## src/pkg/irq_controller_consts.vh

```
// Register map, field positions, reset values and vector numbers of the interrupt controller
`ifndef IRQ_CONTROLLER_CONSTS_VH
`define IRQ_CONTROLLER_CONSTS_VH

// ========================================
// Block placement (word addresses)
`define IC_BASE_ADDR 24'h00F060
`define IC_ADDR_W 24

// ========================================
// Register word offsets
`define IC_OFF_PRIO0 4'h0
`define IC_OFF_PRIO1 4'h1
`define IC_OFF_PRIO2 4'h2
`define IC_OFF_PRIO3 4'h3
`define IC_OFF_PRIO4 4'h4
`define IC_OFF_VBA 4'h5
`define IC_OFF_FIM 4'h6
`define IC_OFF_FIVAL 4'h7
`define IC_OFF_FIVAH 4'h8

// ========================================
// Reset values
`define IC_RST_PRIO 16'h0000
`define IC_RST_VBA 16'h0000
`define IC_RST_FIM 16'h0000
`define IC_RST_FIVAL 16'h0000
`define IC_RST_FIVAH 16'h0000

// ========================================
// Priority field positions in priority register 1 (high bit, then low bit)
`define IC_POS_SER_TX_IDLE 9
`define IC_POS_SER_TX_EMPTY 7
`define IC_POS_SPI_TX_EMPTY 5
`define IC_POS_SPI_RX_FULL 3
`define IC_POS_SER_TX_IDLE_LO 8
`define IC_POS_SER_TX_EMPTY_LO 6
`define IC_POS_SPI_TX_EMPTY_LO 4
`define IC_POS_SPI_RX_FULL_LO 2

// ========================================
// Priority field codes and fixed software levels
`define IC_FIELD_OFF 2'h0
`define IC_LEVEL_SOFT_LOWEST 2'h0
`define IC_LEVEL_SOFT_0 2'h0
`define IC_LEVEL_NONE 3'h0

// ========================================
// Vector numbers of the sources
`define IC_VEC_SOFT_0 7'h02
`define IC_VEC_SER_TX_EMPTY 7'h20
`define IC_VEC_SER_TX_IDLE 7'h21
`define IC_VEC_SPI_RX_FULL 7'h22
`define IC_VEC_SPI_TX_EMPTY 7'h23
`define IC_VEC_SOFT_LOWEST 7'h3F

`endif

```

## src/core/level_encoder.v

```verilog
// One source: priority field to active level encoding with pending gate
`timescale 1ns/1ns
`include "irq_controller_consts.vh"

module level_encoder (
    // Source
    input wire pending,
    input wire [1:0] field,
    // Result, active set means request active; level gives the level
    output wire active,
    output wire [1:0] level
);

    // Code 00 masks; 01..11 map to levels 0..2, level 3 unreachable
    assign active = pending && (field != `IC_FIELD_OFF);
    assign level = (field == `IC_FIELD_OFF) ? 2'h0 : field - 2'h1;

endmodule // level_encoder

```

## src/core/priority_interrupt_controller.v

```verilog
// Interrupt controller: priority registers, vector base, fast vector and arbitration
//
// Notes on behaviour
// - The register block sits at word base 00F060, each register at its offset from there.
// - Five priority registers live at word offsets 0 through 4.
// - The vector base register sits at offset 5 and forms normal vector addresses.
// - Fast match sits at offset 6, fast vector low and high halves at offsets 7 and 8.
// - Serial transmitter idle level is bits 9 to 8 of priority register 1.
// - Serial transmitter empty level is bits 7 to 6 of the same register.
// - SPI transmitter empty level is bits 5 to 4 of that register.
// - SPI receiver full level is bits 3 to 2 of that register.
// - Field 00 masks, 01 is level 0, 10 is level 1, 11 is level 2; all fields reset to 00.
// - These peripheral requests never reach level 3; level 2 is their ceiling.
// - Software interrupts are always enabled at fixed levels with no field to program.
//
// Our own choice: the plain strobed port.
`timescale 1ns/1ns
`include "irq_controller_consts.vh"

module priority_interrupt_controller (
    // Clock and reset
    input wire sys_clk,
    input wire rst,
    // Register port
    input wire [23:0] addr,
    input wire [15:0] wr_data,
    input wire wr_en,
    input wire rd_en,
    output reg [15:0] rd_data,
    // Peripheral requests (same clock domain)
    input wire ser_tx_idle_req,
    input wire ser_tx_empty_req,
    input wire spi_tx_empty_req,
    input wire spi_rx_full_req,
    input wire soft_irq_0_req,
    input wire soft_irq_lowest_req,
    // To core
    output reg irq_valid,
    output reg [1:0] irq_level,
    output reg [6:0] irq_vector,
    output reg [20:0] irq_address
);

    // ========================================
    // Address decode
    function hit;
        input [23:0] a;
        input [3:0] off;
        begin
            hit = (a == (`IC_BASE_ADDR + {20'h00000, off}));
        end
    endfunction

    // ========================================
    // Registers
    reg [15:0] prio0_reg;
    reg [15:0] prio1_reg;
    reg [15:0] prio2_reg;
    reg [15:0] prio3_reg;
    reg [15:0] prio4_reg;
    reg [15:0] vba_reg;
    reg [15:0] fim_reg;
    reg [15:0] fival_reg;
    reg [15:0] fivah_reg;

    always @(posedge sys_clk) begin
        if (rst) begin
            prio0_reg <= `IC_RST_PRIO;
            prio1_reg <= `IC_RST_PRIO;
            prio2_reg <= `IC_RST_PRIO;
            prio3_reg <= `IC_RST_PRIO;
            prio4_reg <= `IC_RST_PRIO;
            vba_reg <= `IC_RST_VBA;
            fim_reg <= `IC_RST_FIM;
            fival_reg <= `IC_RST_FIVAL;
            fivah_reg <= `IC_RST_FIVAH;
        end else if (wr_en) begin
            if (hit(addr, `IC_OFF_PRIO0)) prio0_reg <= wr_data;
            if (hit(addr, `IC_OFF_PRIO1)) prio1_reg <= wr_data;
            if (hit(addr, `IC_OFF_PRIO2)) prio2_reg <= wr_data;
            if (hit(addr, `IC_OFF_PRIO3)) prio3_reg <= wr_data;
            if (hit(addr, `IC_OFF_PRIO4)) prio4_reg <= wr_data;
            if (hit(addr, `IC_OFF_VBA)) vba_reg <= wr_data;
            if (hit(addr, `IC_OFF_FIM)) fim_reg <= wr_data;
            if (hit(addr, `IC_OFF_FIVAL)) fival_reg <= wr_data;
            if (hit(addr, `IC_OFF_FIVAH)) fivah_reg <= wr_data;
        end
    end

    // ========================================
    // Read path, unmapped words read zero
    reg [15:0] rd_next;
    always @* begin
        rd_next = 16'h0000;
        if (hit(addr, `IC_OFF_PRIO0)) rd_next = prio0_reg;
        if (hit(addr, `IC_OFF_PRIO1)) rd_next = prio1_reg;
        if (hit(addr, `IC_OFF_PRIO2)) rd_next = prio2_reg;
        if (hit(addr, `IC_OFF_PRIO3)) rd_next = prio3_reg;
        if (hit(addr, `IC_OFF_PRIO4)) rd_next = prio4_reg;
        if (hit(addr, `IC_OFF_VBA)) rd_next = vba_reg;
        if (hit(addr, `IC_OFF_FIM)) rd_next = fim_reg;
        if (hit(addr, `IC_OFF_FIVAL)) rd_next = fival_reg;
        if (hit(addr, `IC_OFF_FIVAH)) rd_next = fivah_reg;
    end

    always @(posedge sys_clk) begin
        if (rst) begin
            rd_data <= 16'h0000;
        end else if (rd_en) begin
            rd_data <= rd_next;
        end else begin
            rd_data <= 16'h0000;
        end
    end

    // ========================================
    // Per-source enable and level
    wire ser_idle_act;
    wire ser_empty_act;
    wire spi_tx_act;
    wire spi_rx_act;
    wire [1:0] ser_idle_lvl;
    wire [1:0] ser_empty_lvl;
    wire [1:0] spi_tx_lvl;
    wire [1:0] spi_rx_lvl;

    level_encoder u_ser_idle (
        .pending(ser_tx_idle_req),
        .field(prio1_reg[`IC_POS_SER_TX_IDLE:`IC_POS_SER_TX_IDLE_LO]),
        .active(ser_idle_act),
        .level(ser_idle_lvl)
    );
    level_encoder u_ser_empty (
        .pending(ser_tx_empty_req),
        .field(prio1_reg[`IC_POS_SER_TX_EMPTY:`IC_POS_SER_TX_EMPTY_LO]),
        .active(ser_empty_act),
        .level(ser_empty_lvl)
    );
    level_encoder u_spi_tx (
        .pending(spi_tx_empty_req),
        .field(prio1_reg[`IC_POS_SPI_TX_EMPTY:`IC_POS_SPI_TX_EMPTY_LO]),
        .active(spi_tx_act),
        .level(spi_tx_lvl)
    );
    level_encoder u_spi_rx (
        .pending(spi_rx_full_req),
        .field(prio1_reg[`IC_POS_SPI_RX_FULL:`IC_POS_SPI_RX_FULL_LO]),
        .active(spi_rx_act),
        .level(spi_rx_lvl)
    );

    // ========================================
    // Arbitration
    // Score = level plus one, zero when idle; strict greater-than keeps earlier source on ties
    function [2:0] score;
        input act;
        input [1:0] lvl;
        begin
            score = act ? ({1'b0, lvl} + 3'h1) : `IC_LEVEL_NONE;
        end
    endfunction

    reg [2:0] best_score;
    reg [1:0] best_level;
    reg [6:0] best_vector;
    always @* begin
        // Software source 0 first and lowest software source last in tie order, both always enabled
        best_score = `IC_LEVEL_NONE;
        best_level = 2'h0;
        best_vector = 7'h00;
        if (score(soft_irq_0_req, `IC_LEVEL_SOFT_0) > best_score) begin
            best_score = score(soft_irq_0_req, `IC_LEVEL_SOFT_0);
            best_level = `IC_LEVEL_SOFT_0;
            best_vector = `IC_VEC_SOFT_0;
        end
        if (score(ser_empty_act, ser_empty_lvl) > best_score) begin
            best_score = score(ser_empty_act, ser_empty_lvl);
            best_level = ser_empty_lvl;
            best_vector = `IC_VEC_SER_TX_EMPTY;
        end
        if (score(ser_idle_act, ser_idle_lvl) > best_score) begin
            best_score = score(ser_idle_act, ser_idle_lvl);
            best_level = ser_idle_lvl;
            best_vector = `IC_VEC_SER_TX_IDLE;
        end
        if (score(spi_rx_act, spi_rx_lvl) > best_score) begin
            best_score = score(spi_rx_act, spi_rx_lvl);
            best_level = spi_rx_lvl;
            best_vector = `IC_VEC_SPI_RX_FULL;
        end
        if (score(spi_tx_act, spi_tx_lvl) > best_score) begin
            best_score = score(spi_tx_act, spi_tx_lvl);
            best_level = spi_tx_lvl;
            best_vector = `IC_VEC_SPI_TX_EMPTY;
        end
        if (score(soft_irq_lowest_req, `IC_LEVEL_SOFT_LOWEST) > best_score) begin
            best_score = score(soft_irq_lowest_req, `IC_LEVEL_SOFT_LOWEST);
            best_level = `IC_LEVEL_SOFT_LOWEST;
            best_vector = `IC_VEC_SOFT_LOWEST;
        end
    end

    // ========================================
    // Vector address
    // Base fills the upper bits, vector number the low seven; fast path overrides
    wire fast_hit = (fim_reg[6:0] == best_vector);
    wire [20:0] normal_addr = {vba_reg[13:0], best_vector};
    wire [20:0] fast_addr = {fivah_reg[4:0], fival_reg};

    always @(posedge sys_clk) begin
        if (rst) begin
            irq_valid <= 1'b0;
            irq_level <= 2'h0;
            irq_vector <= 7'h00;
            irq_address <= 21'h000000;
        end else begin
            irq_valid <= (best_score != `IC_LEVEL_NONE);
            irq_level <= best_level;
            irq_vector <= best_vector;
            irq_address <= fast_hit ? fast_addr : normal_addr;
        end
    end

endmodule // priority_interrupt_controller

```

## config.mk

```make
export PLATFORM = sky130hd
export DESIGN_NAME = priority_interrupt_controller
export DESIGN_NICKNAME = d
export VERILOG_FILES = /design/src/core/level_encoder.v /design/src/core/priority_interrupt_controller.v
export VERILOG_INCLUDE_DIRS = /design/src /design/src/pkg
export SDC_FILE = /design/constraint.sdc
export NUM_CORES = 1
export LEC_CHECK = 0
export ABC_CLOCK_PERIOD_IN_PS = 10000
export BUFFER_PORTS_ARGS = -buffer_cell sky130_fd_sc_hd__buf_2
export CAP_MARGIN = 20
export CORE_AREA = 2 2 124 126
export CTS_CLUSTER_SIZE = 12
export DETAILED_ROUTE_END_ITERATION = 16
export DIE_AREA = 0 0 126 128
export GPL_TIMING_DRIVEN = 0
export HOLD_SLACK_MARGIN = 0.03
export PLACE_DENSITY = 0.78
export SYNTH_ARGS = -nofsm -noshare
export SYNTH_HDL_FRONTEND = slang
export SYNTH_SLANG_ARGS = --single-unit
```

## constraint.sdc

```tcl
create_clock -name sys_clk -period 10 [get_ports sys_clk]
set_clock_uncertainty 0.15 [all_clocks]
set_input_delay 2.5 -clock sys_clk [delete_from_list [all_inputs] [get_ports sys_clk]]
set_output_delay 2.5 -clock sys_clk [all_outputs]
set_load 0.1 [all_outputs]
```

==> impl_metrics.json, run 1 <==
{
  "multi_input_area_sq_um": 4300,
  "end_kind": "flip-flop",
  "critPathMaxStageDelay_ps": 560,
  "start_util_pct": 56.6,
  "relSlewSlack_pct": 25.2,
  "ys_ff_latch": 188,
  "cts-root-buf": "clkbuf_16",
  "cts_tree": "yes",
  "drc": 0,
  "synthTopCellsByArea": "dfxtp_1 (45%), mux2i_1 (12%), nand2_1 (8.2%), a21oi_1 (6.3%), nor2_1 (3.3%)",
  "power_density_nw_per_um2": 174,
  "syn_nets": 1031,
  "port_buffers": 79,
  "track_usage_pct": 29.1,
  "cts_setup_buffers": 0,
  "power.leakage_nw": 4.04,
  "dp_hpwl_mm": 17.2,
  "drtPass1Iterations": 10,
  "grt_pass1_wl_mm": 36.4,
  "antenna_found_initial": 0,
  "cts-hold-fix-buffers": 0,
  "drt_iter0_markers": 732,
  "netlist.area_leader.share_pct": 44.7,
  "clk-insertion-delay-late_ps": 440,
  "rows": 45,
  "overflow": 0,
  "tightest_slew_ps": 1110,
  "fin_crit_ps": 8740,
  "io_pins": 97,
  "routabilityCongestion": 0.931,
  "register_area_sq_um": 3760,
  "synthSimpleGateAreaFrac_pct": 19.4,
  "routedWlPerCell_um": 18.5,
  "htree_levels": 4,
  "grt_max_degree": 17,
  "drv_cap": 0,
  "synth_compound_area_share_pct": 14.9,
  "yosysWarnings": 0,
  "finalNetCount": 1129,
  "place_area_sq_um": 9050,
  "rsz0062_at_grt": "no",
  "outcome": "complete, no violations",
  "synth_edf_count": 0,
  "yosys.area.top_type": "dfxtp_1",
  "fin_crit_sh_pct": 87.4,
  "wirelength_mm": 23.4,
  "fmax_mhz": 114,
  "fill_cells": 1237,
  "cts_buffers": 17,
  "syn_to_final_growth_pct": 15.0,
  "worst_path_max_delay_cell": "nor3_4",
  "post-place-ws_ps": 825,
  "path_class": "in2reg",
  "ys_async_sr_fraction_pct": 0,
  "vias": 7387,
  "synthMuxAreaShare_pct": 14.3,
  "tns_ps": 0,
  "cts.path.max_buffers": 2,
  "dieArea_sq_um": 16100,
  "final_area_sq_um": 9680,
  "setup_viol": 0,
  "syn-cell-area_sq_um": 8420,
  "final_common_cell": "dfxtp_1",
  "hold_violations": 0,
  "drv_slew": 0,
  "synth_top_family_by_area": "simple AND/OR/NAND/NOR gates",
  "cpMostUsedCell": "ha_1",
  "cp_max_fo": 10,
  "synth_adder_area_share_pct": 2.23,
  "synth-xor-area-share_pct": 0.208,
  "final_cell_mix": "dfxtp_1 (188), nand2_1 (183), a21oi_1 (106)",
  "ys.flop_type": "dfxtp_1",
  "seq_area_frac_synth_pct": 44.7,
  "top_register": "irq_address",
  "layout-drive-gt1-share_pct": 13.5,
  "postRouteAntennaNets": 0,
  "syn_avg_cell_area_sq_um": 8.71,
  "required_ps": 10200,
  "drt-vias-per-instance": 5.84,
  "diodes": 0,
  "synth.distinct_cells": 62,
  "die_x_um": 126,
  "grt_pass1_vias": 6827,
  "largest_reg_flops": 21,
  "critPathLaunchType": "input port",
  "finalWorstSetupSlack_ps": 1260,
  "post_cts_resized": 0,
  "post-route-util_pct": 65.1,
  "netlist_instances": 966,
  "arrival_ps": 8940,
  "core-area_sq_um": 14900,
  "hold_ws_ps": 300,
  "vdd_drop_max_v": 0.000130,
  "hold_path_class": "reg2reg",
  "die_h_um": 128,
  "clk_pin_slew_worst_paths_ps": 70,
  "cts.sinks": 188
}
## layout make-up
class | count | share of cell area, %
Buffer | 79 | 3.33
Clock buffer | 20 | 4.61
Sequential cell | 188 | 38.9
Timing Repair Buffer | 79 | 4.08
Inverter | 9 | 0.349
Tap cell | 188 | 2.43
Clock inverter | 12 | 1.91
Multi-Input combinational cell | 690 | 44.4
## metal layers
metal  vias up  global-route usage, %  part of all wire (%)
li1       3538                      -                     -
met1      3430                   37.7                    40
met2       375                   48.9                    48
met3        44                   5.55                   9.4
met4         0                   10.5                   2.2
met5         -                      0                     0
## critical path: cells and delay by family
kind	cells	cell delay, ps
simple gates	7	1390
fa+ha+maj	5	1460
compound gates	9	2060
buf+inv	4	690
mux	2	650
xor+xnor	1	180
## worst paths after layout
| path | from | to | slack [ps] | cells past startpoint |
|---|---|---|---|---|
| hold / removal | fivah_reg[11] | fivah_reg[11] | 300 | 2 |
| setup reg to reg | prio1_reg[7] | irq_address[13] | 2800 | 29 |
| setup / recovery | ser_tx_empty_req | irq_address[13] | 1260 | 28 |
| hold reg to reg | fivah_reg[11] | fivah_reg[11] | 300 | 2 |
## report_power, final
| group | internal (mW) | switching, mW | total, mW | leakage (nW) |
|---|---|---|---|---|
| Sequential | 0.757 | 0.00195 | 0.759 | 1.52 |
| Combinational | 0.0467 | 0.150 | 0.197 | 2.23 |
| Clock | 0.428 | 0.298 | 0.725 | 0.299 |
## per-stage QoR
step	power [mW]	cells
2_1_floorplan	0.929	966
3_3_place_gp	0.969	1233
3_5_place_dp	0.971	1233
4_1_cts	1.68	1265
5_1_grt	1.72	1265
6_report	1.68	1265
## Yosys cell counts (all sizes together), types with 2 or more instances
cell	n
mux2	20
o41ai	3
nor2	74
a222oi	15
nand3	9
nand2b	32
and3	5
dfxtp	188
and2	12
and4b	2
o31ai	2
mux2i	97
o211ai	5
o21ai	36
nand2	183
nand4	3
a21oi	108
nor2b	11
buf	11
or2	2
a21o	2
a221oi	17
nand3b	4
nor3b	3
inv	9
ha	15
nor4b	2
nor3	6
clkbuf	68
nor4	4
## cell families after synthesis
group,after synthesis
other,1
buffers and inverters,88
flip-flops,188
multiplexers,117
AND/OR/NAND/NOR,356
AO/OA/AOI/OAI,199
adder cells (fa/ha/maj),15
XOR/XNOR,2
No activity file was read; power rests on OpenSTA's default activity.
==> run 2, diff against run 1 <==
Settings changed: CORE_AREA 2 2 124 126 to 2 2 125 127, DIE_AREA 0 0 126 128 to 0 0 127 129, PLACE_DENSITY 0.78 to 0.79, SYNTH_HIERARCHICAL set to 1.
==> run 2 against run 1 <==
Effect of this change:
- wire length grew 18%
- cell count increased by 13%
- combinational power grew 10%
- register-to-register slack got worse by 570 ps
- power decreased by 0.38%
- largest power group unchanged
- clock-buffer cell count fell by 1
- via count is 17% higher
- first-iteration DRC count grew 65%
- setup slack got worse by 610 ps
- critical endpoint is now irq_address[5]
- core utilization grew 0.70 points
- fmax decreased by 6.5%
- sequential power barely moved
==> impl_metrics.json, run 2 <==
{
  "outcome": "complete, no violations",
  "p_switching_mw": 0.485,
  "finalWorstSetupSlack_ps": 654,
  "p_comb_share_pct": 13.0,
  "synth_edf_count": 0,
  "clk-insertion-delay-late_ps": 440,
  "rsz0062_at_grt": "no",
  "hold_path_class": "reg2reg",
  "finalNetCount": 1295,
  "crit_start": "ser_tx_empty_req",
  "drv_cap": 0,
  "hold_ws_ps": 299,
  "layout-drive-gt1-share_pct": 9.90,
  "swShare_pct": 29.0,
  "cts.sinks": 188,
  "dp_hpwl_mm": 19.9,
  "top_register": "irq_address",
  "r2r-end": "irq_address[5]",
  "syn_avg_cell_area_sq_um": 7.61,
  "dieArea_sq_um": 16400,
  "place_area_sq_um": 9250,
  "io_pins": 97,
  "tightest_slew_ps": 853,
  "syn_to_final_growth_pct": 14.3,
  "yosysWarnings": 6,
  "critPathLaunchType": "input port",
  "drt_iter0_markers": 1208,
  "required_ps": 10180,
  "post-place-ws_ps": -126,
  "synthTopCellsByArea": "dfxtp_1 (44%), nand2_1 (15%), a21oi_1 (10%), clkbuf_1 (3.6%), nand2b_1 (2.8%)",
  "arrival_ps": 9530,
  "die_x_um": 127,
  "rrSetupSlack_ps": 2230,
  "end_kind": "flip-flop",
  "cpMostUsedCell": "ha_1",
  "seq_area_frac_synth_pct": 43.6,
  "htree_levels": 4,
  "yosys.area.top_type": "dfxtp_1",
  "overflow": 0,
  "clk_pin_slew_worst_paths_ps": 70,
  "cts-root-buf": "clkbuf_16",
  "postRouteAntennaNets": 0,
  "fmax_mhz": 107,
  "setup_viol": 0,
  "relSlewSlack_pct": 42.9,
  "grt_pass1_vias": 7894,
  "synth.distinct_cells": 57,
  "core-area_sq_um": 15000,
  "critPathMaxStageDelay_ps": 500,
  "drtPass1Iterations": 10,
  "ys_ff_latch": 188,
  "drt-vias-per-instance": 6.03,
  "cts_setup_buffers": 0,
  "syn_nets": 1199,
  "routedWlPerCell_um": 19.4,
  "internal_power_mw": 1.19,
  "dp_cells": 1399,
  "seqPwrFrac_pct": 45.3,
  "vias": 8629,
  "drv_slew": 0,
  "rr_startpoint": "prio1_reg[7]",
  "start_util_pct": 57.6,
  "final_cell_mix": "nand2_1 (349), dfxtp_1 (188), a21oi_1 (175)",
  "post_cts_resized": 0,
  "path_depth": 27,
  "power.leakage_nw": 3.45,
  "fin_crit_sh_pct": 93.5,
  "largest_reg_flops": 21,
  "crit_buf_inv": 3,
  "critPathTopFamily": "compound AO/OA/AOI/OAI gates",
  "rows": 45,
  "synth_most_common_cell": "nand2_1",
  "hold_violations": 0,
  "cts_buffers": 17,
  "fin_crit_ps": 9350,
  "power_density_nw_per_um2": 170,
  "grt_max_degree": 18,
  "layout.cells.non_filler": 1431,
  "diodes": 0,
  "antenna_found_initial": 0,
  "cts-hold-fix-buffers": 0,
  "tns_ps": 0,
  "synth_common_cells": "nand2_1 (349), dfxtp_1 (188), a21oi_1 (175)",
  "vdd_drop_max_v": 0.000140,
  "final_common_cell": "nand2_1",
  "syn-cell-area_sq_um": 8620,
  "port_buffers": 76,
  "cp_max_fo": 10,
  "die_h_um": 129,
  "drc": 0,
  "ys_async_sr_fraction_pct": 0,
  "p_total_mw": 1.67,
  "endpoint": "irq_address[5]",
  "clkPwrFrac_pct": 41.7,
  "worst_path_max_delay_cell": "mux2i_1",
  "track_usage_pct": 34.1,
  "netlist.area_leader.share_pct": 43.6,
  "rr_worst_depth": 26,
  "ys.flop_type": "dfxtp_1",
  "cts_tree": "yes",
  "grt_pass1_wl_mm": 42.8,
  "path_class": "in2reg",
  "netlist_instances": 1134,
  "cts.path.max_buffers": 2,
  "routabilityCongestion": 1.01,
  "final_area_sq_um": 9860,
  "wirelength_mm": 27.7,
  "post-route-util_pct": 65.8
}
==> run 2: changes by cell type after synthesis, moves of 20 or more <==
cell	before	now
a21oi_1	106	175
mux2i_1	97	24
nor2_1	73	29
nand2_1	183	349
a22oi_1	1	21
==> run 2: power groups by stage <==
stage	clock, mW	combinational [mW]	sequential [mW]
floorplan	0	0.0974	0.839
detailed placement	0	0.210	0.776
global route	0.721	0.227	0.759
finish	0.699	0.217	0.758
global placement	0	0.209	0.776
CTS	0.693	0.211	0.759
==> run 2: worst min-delay path by stage <==
| stage | startpoint | endpoint | slack [ps] | cells after the start |
|---|---|---|---|---|
| final | prio2_reg[12] | prio2_reg[12] | 300 | 2 |
| after global routing | prio4_reg[13] | prio4_reg[13] | 320 | 2 |
| after CTS | prio4_reg[0] | prio4_reg[0] | 300 | 2 |
| after detailed placement | prio4_reg[0] | prio4_reg[0] | 290 | 2 |
| after global placement | prio1_reg[14] | prio1_reg[14] | 290 | 2 |
| after floorplan | prio2_reg[12] | prio2_reg[12] | 280 | 2 |
==> run 2: metal layers <==
metal | global-route usage (%) | vias to the layer above | share of wire, %
met5 | 0 | - | 0
met4 | 15.6 | 0 | 4.1
met3 | 7.07 | 86 | 11
met2 | 53.7 | 536 | 44
met1 | 45.4 | 3950 | 41
li1 | - | 4057 | -
==> run 2: layout make-up <==
type                    count  area [sq um]
flip-flops and latches    188          3760
multi-input cells         842          4460
inverters                  13          48.8
well taps                 188           235
clock inverters            13           155
plain buffers              91           367
repair buffers             77           385
clock buffers              19           443
fillers                  1325          5120
==> run 2: logic make-up (layout without fill, tap and decap cells) <==
kind of cell,count (synthesis),after routing,synth area share (%)
flip-flops,188,188,43.6
buffers and inverters,104,213,4.82
AO/OA/AOI/OAI,302,302,20.8
XOR/XNOR,1,1,0.102
multiplexers,29,29,3.57
adder cells (fa/ha/maj),15,15,2.18
other,1,1,0.0435
AND/OR/NAND/NOR,494,494,24.9
==> run 2: worst min-delay path, delay by kind of cell (launching register included) <==
family             cells  cell delay (ps)
DFF                    1              310
and+or+nand+nor        1               50
AOI/OAI and AO/OA      1               50
==> run 3, diff against run 2 <==
==> constraint.sdc (replaced) <==
create_clock -name sys_clk -period 10 [get_ports sys_clk]
set_clock_uncertainty 0.15 [all_clocks]
set_input_delay 0.5 -clock sys_clk [delete_from_list [all_inputs] [get_ports sys_clk]]
set_output_delay 0.5 -clock sys_clk [all_outputs]
set_load 0.1 [all_outputs]
==> run 3 against run 2 <==
Effect of this change:
- sequential cell count is the same
- sequential power is essentially flat
- register-to-register slack lost 420 ps
- final area decreased by 0.17%
- largest power group unchanged
- highest routed layer unchanged
==> impl_metrics.json, run 3 (synthesized netlist as in run 2, its figures left out) <==
{
  "tightest_slew_ps": 855,
  "final_cell_mix": "nand2_1 (349), dfxtp_1 (188), a21oi_1 (175)",
  "vdd_drop_max_v": 0.000140,
  "antenna_found_initial": 0,
  "outcome": "complete, no violations",
  "die_x_um": 127,
  "rsz0062_at_grt": "no",
  "die_h_um": 129,
  "htree_levels": 4,
  "diodes": 0,
  "path_class": "reg2reg",
  "largest_reg_flops": 21,
  "start_util_pct": 57.6,
  "syn_to_final_growth_pct": 14.1,
  "drv_cap": 0,
  "cts-hold-fix-buffers": 0,
  "layout-drive-gt1-share_pct": 9.65,
  "power.leakage_nw": 3.45,
  "drt-vias-per-instance": 6.04,
  "cts_tree": "yes",
  "drc": 0,
  "dieArea_sq_um": 16400,
  "top_register": "irq_address",
  "cts_setup_buffers": 0,
  "tns_ps": 0,
  "post-route-util_pct": 65.7,
  "drt_iter0_markers": 1197,
  "layout.cells.non_filler": 1431,
  "drtPass1Iterations": 6,
  "grt_pass1_wl_mm": 42.9,
  "vias": 8644,
  "setup_viol": 0,
  "hold_ws_ps": 256,
  "port_buffers": 76,
  "critPathLaunchType": "flip-flop",
  "hold_path_class": "in2reg",
  "fill_cells": 1326,
  "cp_max_fo": 10,
  "fin_crit_ps": 8190,
  "cts.path.max_buffers": 2,
  "arrival_ps": 8380,
  "core-area_sq_um": 15000,
  "cts_buffers": 17,
  "wirelength_mm": 27.7,
  "dp_hpwl_mm": 19.9,
  "routedWlPerCell_um": 19.4,
  "fmax_mhz": 122,
  "hold_violations": 0,
  "io_pins": 97,
  "relSlewSlack_pct": 42.8,
  "routabilityCongestion": 1.01,
  "rows": 45,
  "post_cts_resized": 0,
  "clk_pin_slew_worst_paths_ps": 70,
  "power_density_nw_per_um2": 170,
  "drv_slew": 0,
  "overflow": 0,
  "grt_pass1_vias": 7896,
  "track_usage_pct": 34.1,
  "finalNetCount": 1295,
  "dp_cells": 1399,
  "grt_max_degree": 18,
  "fin_crit_sh_pct": 81.9,
  "postRouteAntennaNets": 0,
  "required_ps": 10190,
  "cts.sinks": 188,
  "end_kind": "flip-flop",
  "cts-root-buf": "clkbuf_16",
  "clk-insertion-delay-late_ps": 450,
  "final_common_cell": "nand2_1"
}
## run 3: cell counts in the layout (fill, tap and decap cells not counted)
No cell type changed its count.
## run 3: report_power, final
part	total, mW	switching [mW]	leakage [nW]	internal (mW)
Sequential	0.758	0.00185	1.52	0.757
Clock	0.696	0.314	0.288	0.382
Combinational	0.215	0.166	1.64	0.0491
## run 3: final timing paths
kind                    end  depth (start not counted)  slack [ps]            from
max          irq_address[5]                         26        1810    prio1_reg[7]
min           irq_vector[1]                          3         260  soft_irq_0_req
max reg2reg  irq_address[5]                         26        1810    prio1_reg[7]
min reg2reg   prio2_reg[12]                          2         300   prio2_reg[12]
## run 3: worst max-delay path, stage by stage (launching register included)
cell and delay (ps):
dfxtp_1 400, nor2b_1 280, nand2b_1 170, ha_1 230
o21a_1 270, and2_1 200, or2_2 290, ha_1 270
nand3_1 90, a21boi_1 350, mux2i_1 480, inv_1 150
ha_1 320, nand3b_1 90, a32oi_1 590, mux2_2 450
ha_1 280, nand3_1 160, a21boi_1 520, nand2_1 140
o21a_1 140, ha_1 300, a2111oi_1 670, nand4_1 210
a32oi_2 320, buf_6 210, mux2_1 340
## run 3: routing by layer
layer	share of wire [%]	global-route usage (%)	vias to the layer above
li1	-	-	4061
met1	40	45.4	3958
met2	44	53.6	554
met3	12	7.19	71
met4	3.7	15.8	0
met5	0	0	-
## run 3: area by class of cell
class,count,area [sq um],share of cell area (%)
repair buffers,77,385,3.92
well taps,188,235,2.39
clock inverters,13,155,1.58
inverters,13,48.8,0.496
plain buffers,91,367,3.72
flip-flops and latches,188,3760,38.2
clock buffers,19,443,4.50
multi-input cells,842,4450,45.2
## run 3: per-stage QoR
stage	setup WS, ps	instance area, sq um	power, mW
4_1_cts	1910	9840	1.66
6_report	1810	9840	1.67
5_1_grt	1080	9840	1.71
2_1_floorplan	2900	8620	0.936
3_3_place_gp	1940	9240	0.985
3_5_place_dp	1870	9250	0.986
